--- config.mk ---
export PLATFORM = sky130hd
export DESIGN_NAME = fault_inject_ctl
export DESIGN_NICKNAME = d
export VERILOG_FILES = /design/src/fault_inject_pkg.sv /design/src/countdown_if.sv /design/src/countdown_counter.sv /design/src/fault_inject_ctl.sv
export SDC_FILE = /design/constraint.sdc
export NUM_CORES = 1
export LEC_CHECK = 0
export BUFFER_PORTS_ARGS = -buffer_cell sky130_fd_sc_hd__buf_2
export CAP_MARGIN = 5
export CELL_PAD_IN_SITES_DETAIL_PLACEMENT = 1
export CELL_PAD_IN_SITES_GLOBAL_PLACEMENT = 2
export CORE_AREA = 2 2 167 169
export CTS_CLUSTER_SIZE = 10
export DETAILED_ROUTE_END_ITERATION = 12
export DIE_AREA = 0 0 169 171
export PLACE_DENSITY_LB_ADDON = 0.1
export SYNTH_ARGS = -nofsm -noshare
export SYNTH_HDL_FRONTEND = slang
export SYNTH_SLANG_ARGS = --single-unit
--- constraint.sdc ---
create_clock -name clk -period 11.9 [get_ports clk]
set_input_delay 2.975 -clock clk [delete_from_list [all_inputs] [get_ports clk]]
set_output_delay 2.975 -clock clk [all_outputs]
set_load 0.05 [all_outputs]
--- src/fault_inject_pkg.sv ---
// constants, field layout and types for the fault injection control block
package fault_inject_pkg;
   // register map
   localparam int          ADDR_W       = 12;
   localparam int          DATA_W       = 64;
   localparam int          CNT_W        = 32;
   localparam logic [11:0] CTL_OFFSET   = 12'h808;
   localparam logic [11:0] RELOAD_OFFSET = 12'h810;
   // control field positions
   localparam int          CNT_EN_BIT   = 31;
   localparam int          RESTART_BIT  = 30;
   localparam int          MSV_BIT      = 12;
   localparam int          ASV_BIT      = 11;
   localparam int          PSN_BIT      = 10;
   localparam int          RPT_BIT      = 9;
   localparam int          CRIT_BIT     = 8;
   localparam int          CE_HI        = 7;
   localparam int          CE_LO        = 6;
   localparam int          DFR_BIT      = 5;
   localparam int          LAT_BIT      = 4;
   localparam int          RCV_BIT      = 3;
   localparam int          UNR_BIT      = 2;
   localparam int          UNC_BIT      = 1;
   localparam int          OVF_BIT      = 0;
   // encodings
   localparam logic [1:0]  INJ_NONE     = 2'h0;
   localparam logic [1:0]  CE_OFF       = 2'h0;
   localparam logic [1:0]  CE_NONSPEC   = 2'h1;
   localparam logic [1:0]  CE_TRANSIENT = 2'h2;
   localparam logic [1:0]  CE_PERSIST   = 2'h3;
   localparam logic [1:0]  STS_CE_NONE  = 2'h0;
   localparam logic [1:0]  STS_CE_NONSP = 2'h2;
   localparam logic [1:0]  STS_CE_TRANS = 2'h1;
   localparam logic [1:0]  STS_CE_PERS  = 2'h3;
   localparam logic [CNT_W-1:0] CNT_ZERO = 32'h0000_0000;
   localparam logic [CNT_W-1:0] CNT_ONE  = 32'h0000_0001;

   // class of the error produced by one injection event
   typedef enum logic [2:0] {
      ERR_NONE          = 3'b000,
      ERR_UNCONTAINABLE = 3'b001,
      ERR_UNRECOVERABLE = 3'b010,
      ERR_RECOVERABLE   = 3'b011,
      ERR_LATENT        = 3'b100,
      ERR_DEFERRED      = 3'b101,
      ERR_CORRECTED     = 3'b110
   } err_class_t;

   // injection sequencer states
   typedef enum logic [1:0] {
      ST_IDLE    = 2'b00,
      ST_INJECT  = 2'b01
   } inj_state_t;
endpackage : fault_inject_pkg

--- src/countdown_if.sv ---
// carrier between the control logic and the error generation counter
`timescale 1ns/1ps
interface countdown_if;
   import fault_inject_pkg::*;
   logic             load;        // one-cycle load from reload value
   logic             enable;      // counter allowed to run
   logic             restart;     // reload on reaching zero
   logic             tick;        // counting clock enable
   logic [CNT_W-1:0] reload;      // countdown reload value
   logic             hit_zero;    // one-cycle pulse: decremented to zero

   modport ctl (output load, output enable, output restart, output tick,
                output reload, input hit_zero);
   modport cnt (input load, input enable, input restart, input tick,
                input reload, output hit_zero);
endinterface : countdown_if

--- src/countdown_counter.sv ---
// error generation countdown counter, invisible to software
`timescale 1ns/1ps
module countdown_counter
   import fault_inject_pkg::*;
(
   // clock and reset
   input  wire logic clk,
   input  wire logic rst,
   // control side
   countdown_if.cnt  cd
);
   logic [CNT_W-1:0] count_q;   // current count
   logic [CNT_W-1:0] count_d;
   logic             hit_q;     // registered zero event
   logic             hit_d;

   // next count: load wins, then decrement on tick while enabled and nonzero
   always_comb
   begin
      count_d = count_q;
      hit_d   = 1'b0;
      if (cd.load)
      begin
         count_d = cd.reload;
      end
      else if (!cd.enable)
      begin
         count_d = count_q;
      end
      else if (cd.tick && (count_q != CNT_ZERO))
      begin
         if (count_q == CNT_ONE)
         begin
            hit_d   = 1'b1;
            count_d = cd.restart ? cd.reload : CNT_ZERO;
         end
         else
         begin
            count_d = count_q - CNT_ONE;
         end
      end
   end

   // register the count; a zero count after reset never fires
   always_ff @(posedge clk or posedge rst)
   begin
      if (rst)
      begin
         count_q <= CNT_ZERO;
         hit_q   <= 1'b0;
      end
      else
      begin
         count_q <= count_d;
         hit_q   <= hit_d;
      end
   end

   assign cd.hit_zero = hit_q;
endmodule : countdown_counter

--- src/fault_inject_ctl.sv ---
// fault injection control register and injection sequencer for one node
`timescale 1ns/1ps
module fault_inject_ctl
   import fault_inject_pkg::*;
(
   // clock and resets
   input  wire logic              clk,
   input  wire logic              rst,
   input  wire logic              recovery_rst,
   // register port
   input  wire logic              reg_wr,
   input  wire logic              reg_rd,
   input  wire logic [ADDR_W-1:0] reg_addr,
   input  wire logic [DATA_W-1:0] reg_wdata,
   output logic      [DATA_W-1:0] reg_rdata,
   // node configuration straps
   input  wire logic [1:0]        inject_support_field,
   input  wire logic              first_record,
   input  wire logic              feat_restart,
   input  wire logic              spontaneous_detect,
   input  wire logic              feat_misc_ctl,
   input  wire logic              feat_misc_always,
   input  wire logic              feat_addr_ctl,
   input  wire logic              feat_addr_always,
   input  wire logic [1:0]        feat_corrected,
   // component side
   input  wire logic              count_tick,
   input  wire logic              component_access,
   // injected error record
   output logic                   inject_valid,
   output err_class_t             inject_class,
   output logic      [1:0]        inject_ce_code,
   output logic                   misc_syndrome_valid,
   output logic                   addr_syndrome_valid,
   output logic                   poison_value,
   output logic                   reported_flag_value,
   output logic                   critical_flag_value,
   output logic                   overflow_value,
   output logic                   fault_state
);
   // limit a corrected select to what the node supports
   function automatic logic [1:0] ce_limit(input logic [1:0] sel, input logic [1:0] feat);
      logic [1:0] r;
      r = sel;
      if (feat == CE_OFF)
         r = CE_OFF;
      else if ((feat == CE_NONSPEC) && (sel != CE_NONSPEC))
         r = CE_OFF; // reserved values fall back to no injection
      return r;
   endfunction : ce_limit

   // status code recorded for a corrected select
   function automatic logic [1:0] ce_status(input logic [1:0] sel);
      logic [1:0] r;
      r = STS_CE_NONE;
      case (sel)
         CE_NONSPEC:   r = STS_CE_NONSP;
         CE_TRANSIENT: r = STS_CE_TRANS;
         CE_PERSIST:   r = STS_CE_PERS;
         default:      r = STS_CE_NONE;
      endcase
      return r;
   endfunction : ce_status

   countdown_if cd ();   // link to the counter

   // register presence
   logic present;
   assign present = (inject_support_field != INJ_NONE) && first_record;

   // stored control fields
   logic             cnt_en_q, cnt_en_d;     // countdown enable
   logic             restart_q, restart_d;   // restart on zero
   logic             msv_q, msv_d;           // misc valid value
   logic             asv_q, asv_d;           // address valid value
   logic             psn_q, psn_d;
   logic             rpt_q, rpt_d;
   logic             crit_q, crit_d;
   logic [1:0]       ce_q, ce_d;             // corrected select
   logic             dfr_q, dfr_d;
   logic             lat_q, lat_d;
   logic             rcv_q, rcv_d;
   logic             unr_q, unr_d;
   logic             unc_q, unc_d;
   logic             ovf_q, ovf_d;
   logic [CNT_W-1:0] reload_q, reload_d;     // countdown reload value
   logic             load_q, load_d;         // counter load strobe
   logic [DATA_W-1:0] rdata_q, rdata_d;      // read data
   logic             ctl_hit, rld_hit;
   logic             msv_rd, asv_rd;         // read-back of syndrome bits

   assign ctl_hit = present && (reg_addr == CTL_OFFSET);
   assign rld_hit = present && (reg_addr == RELOAD_OFFSET);
   // bits that always read one when the node forces them
   assign msv_rd  = feat_misc_always ? 1'b1 : (feat_misc_ctl & msv_q);
   assign asv_rd  = feat_addr_always ? 1'b1 : (feat_addr_ctl & asv_q);

   // register write decode and read mux
   always_comb
   begin
      cnt_en_d  = cnt_en_q;
      restart_d = restart_q;
      msv_d     = msv_q;
      asv_d     = asv_q;
      psn_d     = psn_q;
      rpt_d     = rpt_q;
      crit_d    = crit_q;
      ce_d      = ce_q;
      dfr_d     = dfr_q;
      lat_d     = lat_q;
      rcv_d     = rcv_q;
      unr_d     = unr_q;
      unc_d     = unc_q;
      ovf_d     = ovf_q;
      reload_d  = reload_q;
      load_d    = 1'b0;
      rdata_d   = rdata_q;
      if (reg_wr && ctl_hit)
      begin
         // reserved bits 63:32 and 29:13 are simply not stored
         cnt_en_d  = reg_wdata[CNT_EN_BIT];
         load_d    = reg_wdata[CNT_EN_BIT];
         restart_d = feat_restart & reg_wdata[RESTART_BIT];
         msv_d     = reg_wdata[MSV_BIT];
         asv_d     = reg_wdata[ASV_BIT];
         psn_d     = reg_wdata[PSN_BIT];
         rpt_d     = reg_wdata[RPT_BIT];
         crit_d    = reg_wdata[CRIT_BIT];
         ce_d      = ce_limit(reg_wdata[CE_HI:CE_LO], feat_corrected);
         dfr_d     = reg_wdata[DFR_BIT];
         lat_d     = reg_wdata[LAT_BIT];
         rcv_d     = reg_wdata[RCV_BIT];
         unr_d     = reg_wdata[UNR_BIT];
         unc_d     = reg_wdata[UNC_BIT];
         ovf_d     = reg_wdata[OVF_BIT];
      end
      else if (reg_wr && rld_hit)
      begin
         reload_d = reg_wdata[CNT_W-1:0];
      end
      if (recovery_rst)
      begin
         // other fields keep their values; syndrome values are lost
         msv_d = 1'b0;
         asv_d = 1'b0;
      end
      if (reg_rd)
      begin
         rdata_d = '0; // absent register and unmapped offsets read zero
         if (ctl_hit)
         begin
            rdata_d[CNT_EN_BIT]  = cnt_en_q;
            rdata_d[RESTART_BIT] = restart_q;
            rdata_d[MSV_BIT]     = msv_rd;
            rdata_d[ASV_BIT]     = asv_rd;
            rdata_d[PSN_BIT]     = psn_q;
            rdata_d[RPT_BIT]     = rpt_q;
            rdata_d[CRIT_BIT]    = crit_q;
            rdata_d[CE_HI:CE_LO] = ce_q;
            rdata_d[DFR_BIT]     = dfr_q;
            rdata_d[LAT_BIT]     = lat_q;
            rdata_d[RCV_BIT]     = rcv_q;
            rdata_d[UNR_BIT]     = unr_q;
            rdata_d[UNC_BIT]     = unc_q;
            rdata_d[OVF_BIT]     = ovf_q;
         end
         else if (rld_hit)
         begin
            rdata_d[CNT_W-1:0] = reload_q;
         end
      end
   end

   // control register flops; cold reset gives defined zeros everywhere
   always_ff @(posedge clk or posedge rst)
   begin
      if (rst)
      begin
         cnt_en_q  <= 1'b0;
         restart_q <= 1'b0;
         msv_q     <= 1'b0;
         asv_q     <= 1'b0;
         psn_q     <= 1'b0;
         rpt_q     <= 1'b0;
         crit_q    <= 1'b0;
         ce_q      <= CE_OFF;
         dfr_q     <= 1'b0;
         lat_q     <= 1'b0;
         rcv_q     <= 1'b0;
         unr_q     <= 1'b0;
         unc_q     <= 1'b0;
         ovf_q     <= 1'b0;
         reload_q  <= CNT_ZERO;
         load_q    <= 1'b0;
         rdata_q   <= '0;
      end
      else
      begin
         cnt_en_q  <= cnt_en_d;
         restart_q <= restart_d;
         msv_q     <= msv_d;
         asv_q     <= asv_d;
         psn_q     <= psn_d;
         rpt_q     <= rpt_d;
         crit_q    <= crit_d;
         ce_q      <= ce_d;
         dfr_q     <= dfr_d;
         lat_q     <= lat_d;
         rcv_q     <= rcv_d;
         unr_q     <= unr_d;
         unc_q     <= unc_d;
         ovf_q     <= ovf_d;
         reload_q  <= reload_d;
         load_q    <= load_d;
         rdata_q   <= rdata_d;
      end
   end

   assign reg_rdata = rdata_q;

   // counter hookup; the load strobe follows the write by one cycle
   assign cd.load    = load_q;
   assign cd.enable  = cnt_en_q;
   assign cd.restart = restart_q;
   assign cd.tick    = count_tick;
   assign cd.reload  = reload_q;

   countdown_counter u_counter (
      .clk (clk),
      .rst (rst),
      .cd  (cd)
   );

   // injection sequencer
   inj_state_t  state_q, state_d;
   logic        fire;                 // generate the error now
   err_class_t  pick;                 // highest priority enabled class
   logic        valid_q, valid_d;
   err_class_t  class_q, class_d;
   logic [1:0]  cecode_q, cecode_d;
   logic [5:0]  flags_q, flags_d;     // misc, addr, poison, reported, critical, overflow

   // fixed priority, worst class first
   always_comb
   begin
      pick = ERR_NONE;
      if (unc_q)
         pick = ERR_UNCONTAINABLE;
      else if (unr_q)
         pick = ERR_UNRECOVERABLE;
      else if (rcv_q)
         pick = ERR_RECOVERABLE;
      else if (lat_q)
         pick = ERR_LATENT;
      else if (dfr_q)
         pick = ERR_DEFERRED;
      else if (ce_q != CE_OFF)
         pick = ERR_CORRECTED;
   end

   // spontaneous nodes fire at once, others on the next access
   assign fire = (state_q == ST_INJECT) && (spontaneous_detect || component_access);

   // next state and recorded values
   always_comb
   begin
      state_d  = state_q;
      valid_d  = 1'b0;
      class_d  = class_q;
      cecode_d = cecode_q;
      flags_d  = flags_q;
      case (state_q)
         ST_IDLE:
         begin
            if (cd.hit_zero)
               state_d = ST_INJECT;
         end
         ST_INJECT:
         begin
            if (fire)
            begin
               state_d  = ST_IDLE;
               valid_d  = (pick != ERR_NONE);
               class_d  = pick;
               cecode_d = (pick == ERR_CORRECTED) ? ce_status(ce_q) : STS_CE_NONE;
               flags_d  = {msv_rd, asv_rd, psn_q, rpt_q, crit_q, ovf_q};
            end
         end
         default:
            state_d = ST_IDLE;
      endcase
   end

   // sequencer flops
   always_ff @(posedge clk or posedge rst)
   begin
      if (rst)
      begin
         state_q  <= ST_IDLE;
         valid_q  <= 1'b0;
         class_q  <= ERR_NONE;
         cecode_q <= STS_CE_NONE;
         flags_q  <= '0;
      end
      else
      begin
         state_q  <= state_d;
         valid_q  <= valid_d;
         class_q  <= class_d;
         cecode_q <= cecode_d;
         flags_q  <= flags_d;
      end
   end

   // record outputs held until the next event; inject_valid is a one-cycle pulse
   assign inject_valid        = valid_q;
   assign inject_class        = class_q;
   assign inject_ce_code      = cecode_q;
   assign misc_syndrome_valid = flags_q[5];
   assign addr_syndrome_valid = flags_q[4];
   assign poison_value        = flags_q[3];
   assign reported_flag_value = flags_q[2];
   assign critical_flag_value = flags_q[1];
   assign overflow_value      = flags_q[0];
   assign fault_state         = (state_q == ST_INJECT);
endmodule : fault_inject_ctl

==> results_dict.tcl <==
set metrics [dict create \
    cp-startpoint "reg_addr[5]" \
    final_area_mm2 0.00776 \
    skew_ps 10.7 \
    finalPower_mw 1.04 \
    critPathSlowestCell "buf_4" \
    nets 819 \
    crit_chain "buf_2 > nor4b_1 > o2111a_1 > and3b_1 > buf_4 > nand2_1 > buf_4 > mux2_2" \
    cts_tree "built" \
    cts_max_level 4 \
    clock_latency_ps 430 \
    grt_max_degree 65 \
    grt.total_usage_pct 16.3 \
    final_max_slew_viol_count 0 \
    finalWirelength_um 22800 \
    routabilityCongestion 0.742 \
    syn-cell-area_mm2 0.00644 \
    final_hold_viol_count 0 \
    async_reset_ff_share_pct 100 \
    cts_buffers 17 \
    status "finished clean" \
    ys_warn_count 0 \
    power_leakage_nw 3.40 \
    die_x_um 169 \
    clk_path_buf_depth 2 \
    ys_seq_elements 126 \
    power-per-cell-area_mw_per_mm2 134 \
    drt_first_pass_iters 4 \
    yosys.cell_types.count 55 \
    clkTransAtPathRegs_ps 60 \
    crit_type "input port to flip-flop" \
    ys.flop_type "dfrtp_1" \
    cts_hold_buf 0 \
    end_kind "flip-flop" \
    crit_required_ps 12200 \
    fin_hold_ws_ps 467 \
    critPathMaxStageDelay_ps 390 \
    cpMostUsedCell "buf_4" \
    io_buffers 106 \
    netlist_instances 632 \
    critical-path-top-delay-family "buffers and inverters" \
    setup_viol_count_final 0 \
    r2r_start "u_counter.count_q[12]" \
    root_buffer "clkbuf_16" \
    worstHoldStart "u_counter.cd.hit_zero" \
    r2r_slack_ps 8810 \
    dpl_cell_area_mm2 0.00717 \
    fin_util_pct 28.4 \
    core-area_mm2 0.0273 \
    cts_sinks 126 \
    start_util_pct 23.6 \
    grt_overflow 0 \
    crit_fanout 33 \
    postCtsSetupBuffers 0 \
    grt_pass1_vias 5730 \
    hold_path.class "flip-flop to flip-flop" \
    die_area_mm2 0.0289 \
    syn_avg_cell_area_um2 10.2 \
    worstMarginPinSlew_ps 1140 \
    grt_pass1_wl_um 35600 \
    crit_buf_inv 3 \
    antenna_left 0 \
    ys_seq_area_share_pct 48.9 \
    rsz0062_at_grt "no" \
    dpl.hpwl_um 15600 \
    cap_violations 0 \
    wire_per_inst_um 21.1 \
    timing.max_slew.rel_slack_pct 24.3 \
    setup-tns-final_ps 0 \
    max_freq_ghz 0.214 \
    vias 5321 \
    drt_iter0_drc 261 \
    grt_antenna_before_repair 0 \
    arrival_ps 4980 \
    final.min_clock_period_ps 4680 \
    synth-edff-count 0 \
    syn2layout_area_growth_pct 20.4 \
    viasPerCell 4.92 \
    die_y_um 171 \
    vdd_ir_drop_max_mv 0.0611 \
    critPathLaunchType "input port" \
    fp-row-count 61 \
    drive_gt1_share_pct 28.3 \
    io_pins 171 \
    drc_errors 0 \
    cts-resized-gates 0 \
    fin_crit_sh_pct 39.3 \
]
## kinds of logic after synthesis
| kind of cell | count (synthesis) | share of synthesized area [%] |
|---|---|---|
| simple gates | 171 | 14.7 |
| compound gates | 170 | 18.6 |
| flops | 126 | 48.9 |
| buf+inv | 115 | 9.13 |
| mux | 47 | 8.21 |
| fa+ha+maj | 2 | 0.388 |
| other cells | 1 | 0.0582 |
## path summary, 6_finish.rpt
| kind | cells after the start | to |
|---|---|---|
| setup / recovery | 8 | cd.reload[6] |
| hold / removal | 1 | state_q[0] |
| setup reg to reg | 5 | u_counter.count_q[1] |
| hold reg to reg | 1 | state_q[0] |
| max in group asynchronous | 3 | cd.reload[6] |
| min in group asynchronous | 2 | reg_rdata[18] |
## metrics by stage
stage / setup slack, ps / instances
6_report: 7220 / 1082
5_1_grt: 6990 / 1081
4_1_cts: 7160 / 1081
3_5_place_dp: 6710 / 1050
3_3_place_gp: 6730 / 1050
2_1_floorplan: 5570 / 663
## layer usage
metal / vias to the layer above / share of wire, % / global-route usage, %
met2: 132 / 45 / 25.2
met5: - / 0 / 0
li1: 2473 / - / -
met3: 21 / 5.2 / 4.09
met1: 2695 / 49 / 22.7
met4: 0 / 1.1 / 4.27
## placed cells by master, fill, tap and decap left out, types with 6 or more instances in the layout
master / instances
o2bb2ai_1: 16
mux2_2: 47
a32oi_1: 16
dfrtp_1: 125
buf_4: 8
nand2_1: 33
clkinvlp_4: 6
clkbuf_16: 17
or4_1: 7
nor4_1: 14
o32ai_1: 14
buf_2: 106
inv_1: 41
conb_1: 32
a22oi_1: 24
nand4_1: 9
o21ai_0: 25
nand3_1: 24
nor2_1: 36
nor3_1: 19
o22ai_1: 15
a21oi_1: 34
## where the power goes
group / total [mW] / switching (mW) / internal [mW]
Sequential: 0.436 / 0.00308 / 0.433
Clock: 0.530 / 0.219 / 0.310
Combinational: 0.0711 / 0.0573 / 0.0138
## final cells by class
type                            instances  area (um2)
Clock buffer                           17         425
Fill cell                            3171       19600
Timing Repair Buffer                  114         591
Inverter                               42         160
Clock inverter                         14         158
Sequential cell                       126        3150
Antenna cell                            1        2.50
Multi-Input combinational cell        422        2830
Tap cell                              346         433
## registers in the layout (all words and copies together) (netlist names), 2 cells and up
register	cells
ce_q	2
flags_q	6
inject_class	3
inject_ce_code	2
u_counter.count_q	32
reg_rdata	32
cd.reload	32
## Yosys cell counts (all sizes together), types with 4 or more instances
cell       n  area share, %
a21oi     35            2.7
a22oi     24            2.8
a32oi     16            2.2
and3       4           0.39
buf       49            5.3
clkbuf    24            1.4
dfrtp    126             49
inv       42            2.4
mux2      47            8.2
nand2     33            1.9
nand3     24            1.9
nand4     10            1.2
nor2      37            2.2
nor3      19            1.5
nor4      21            3.1
o21ai     27            2.2
o22ai     15            1.5
o2bb2ai   16            2.2
o31ai      4           0.47
o32ai     14            1.9
or4        7           0.82
Note: power is estimated with default switching activity, not from simulation.
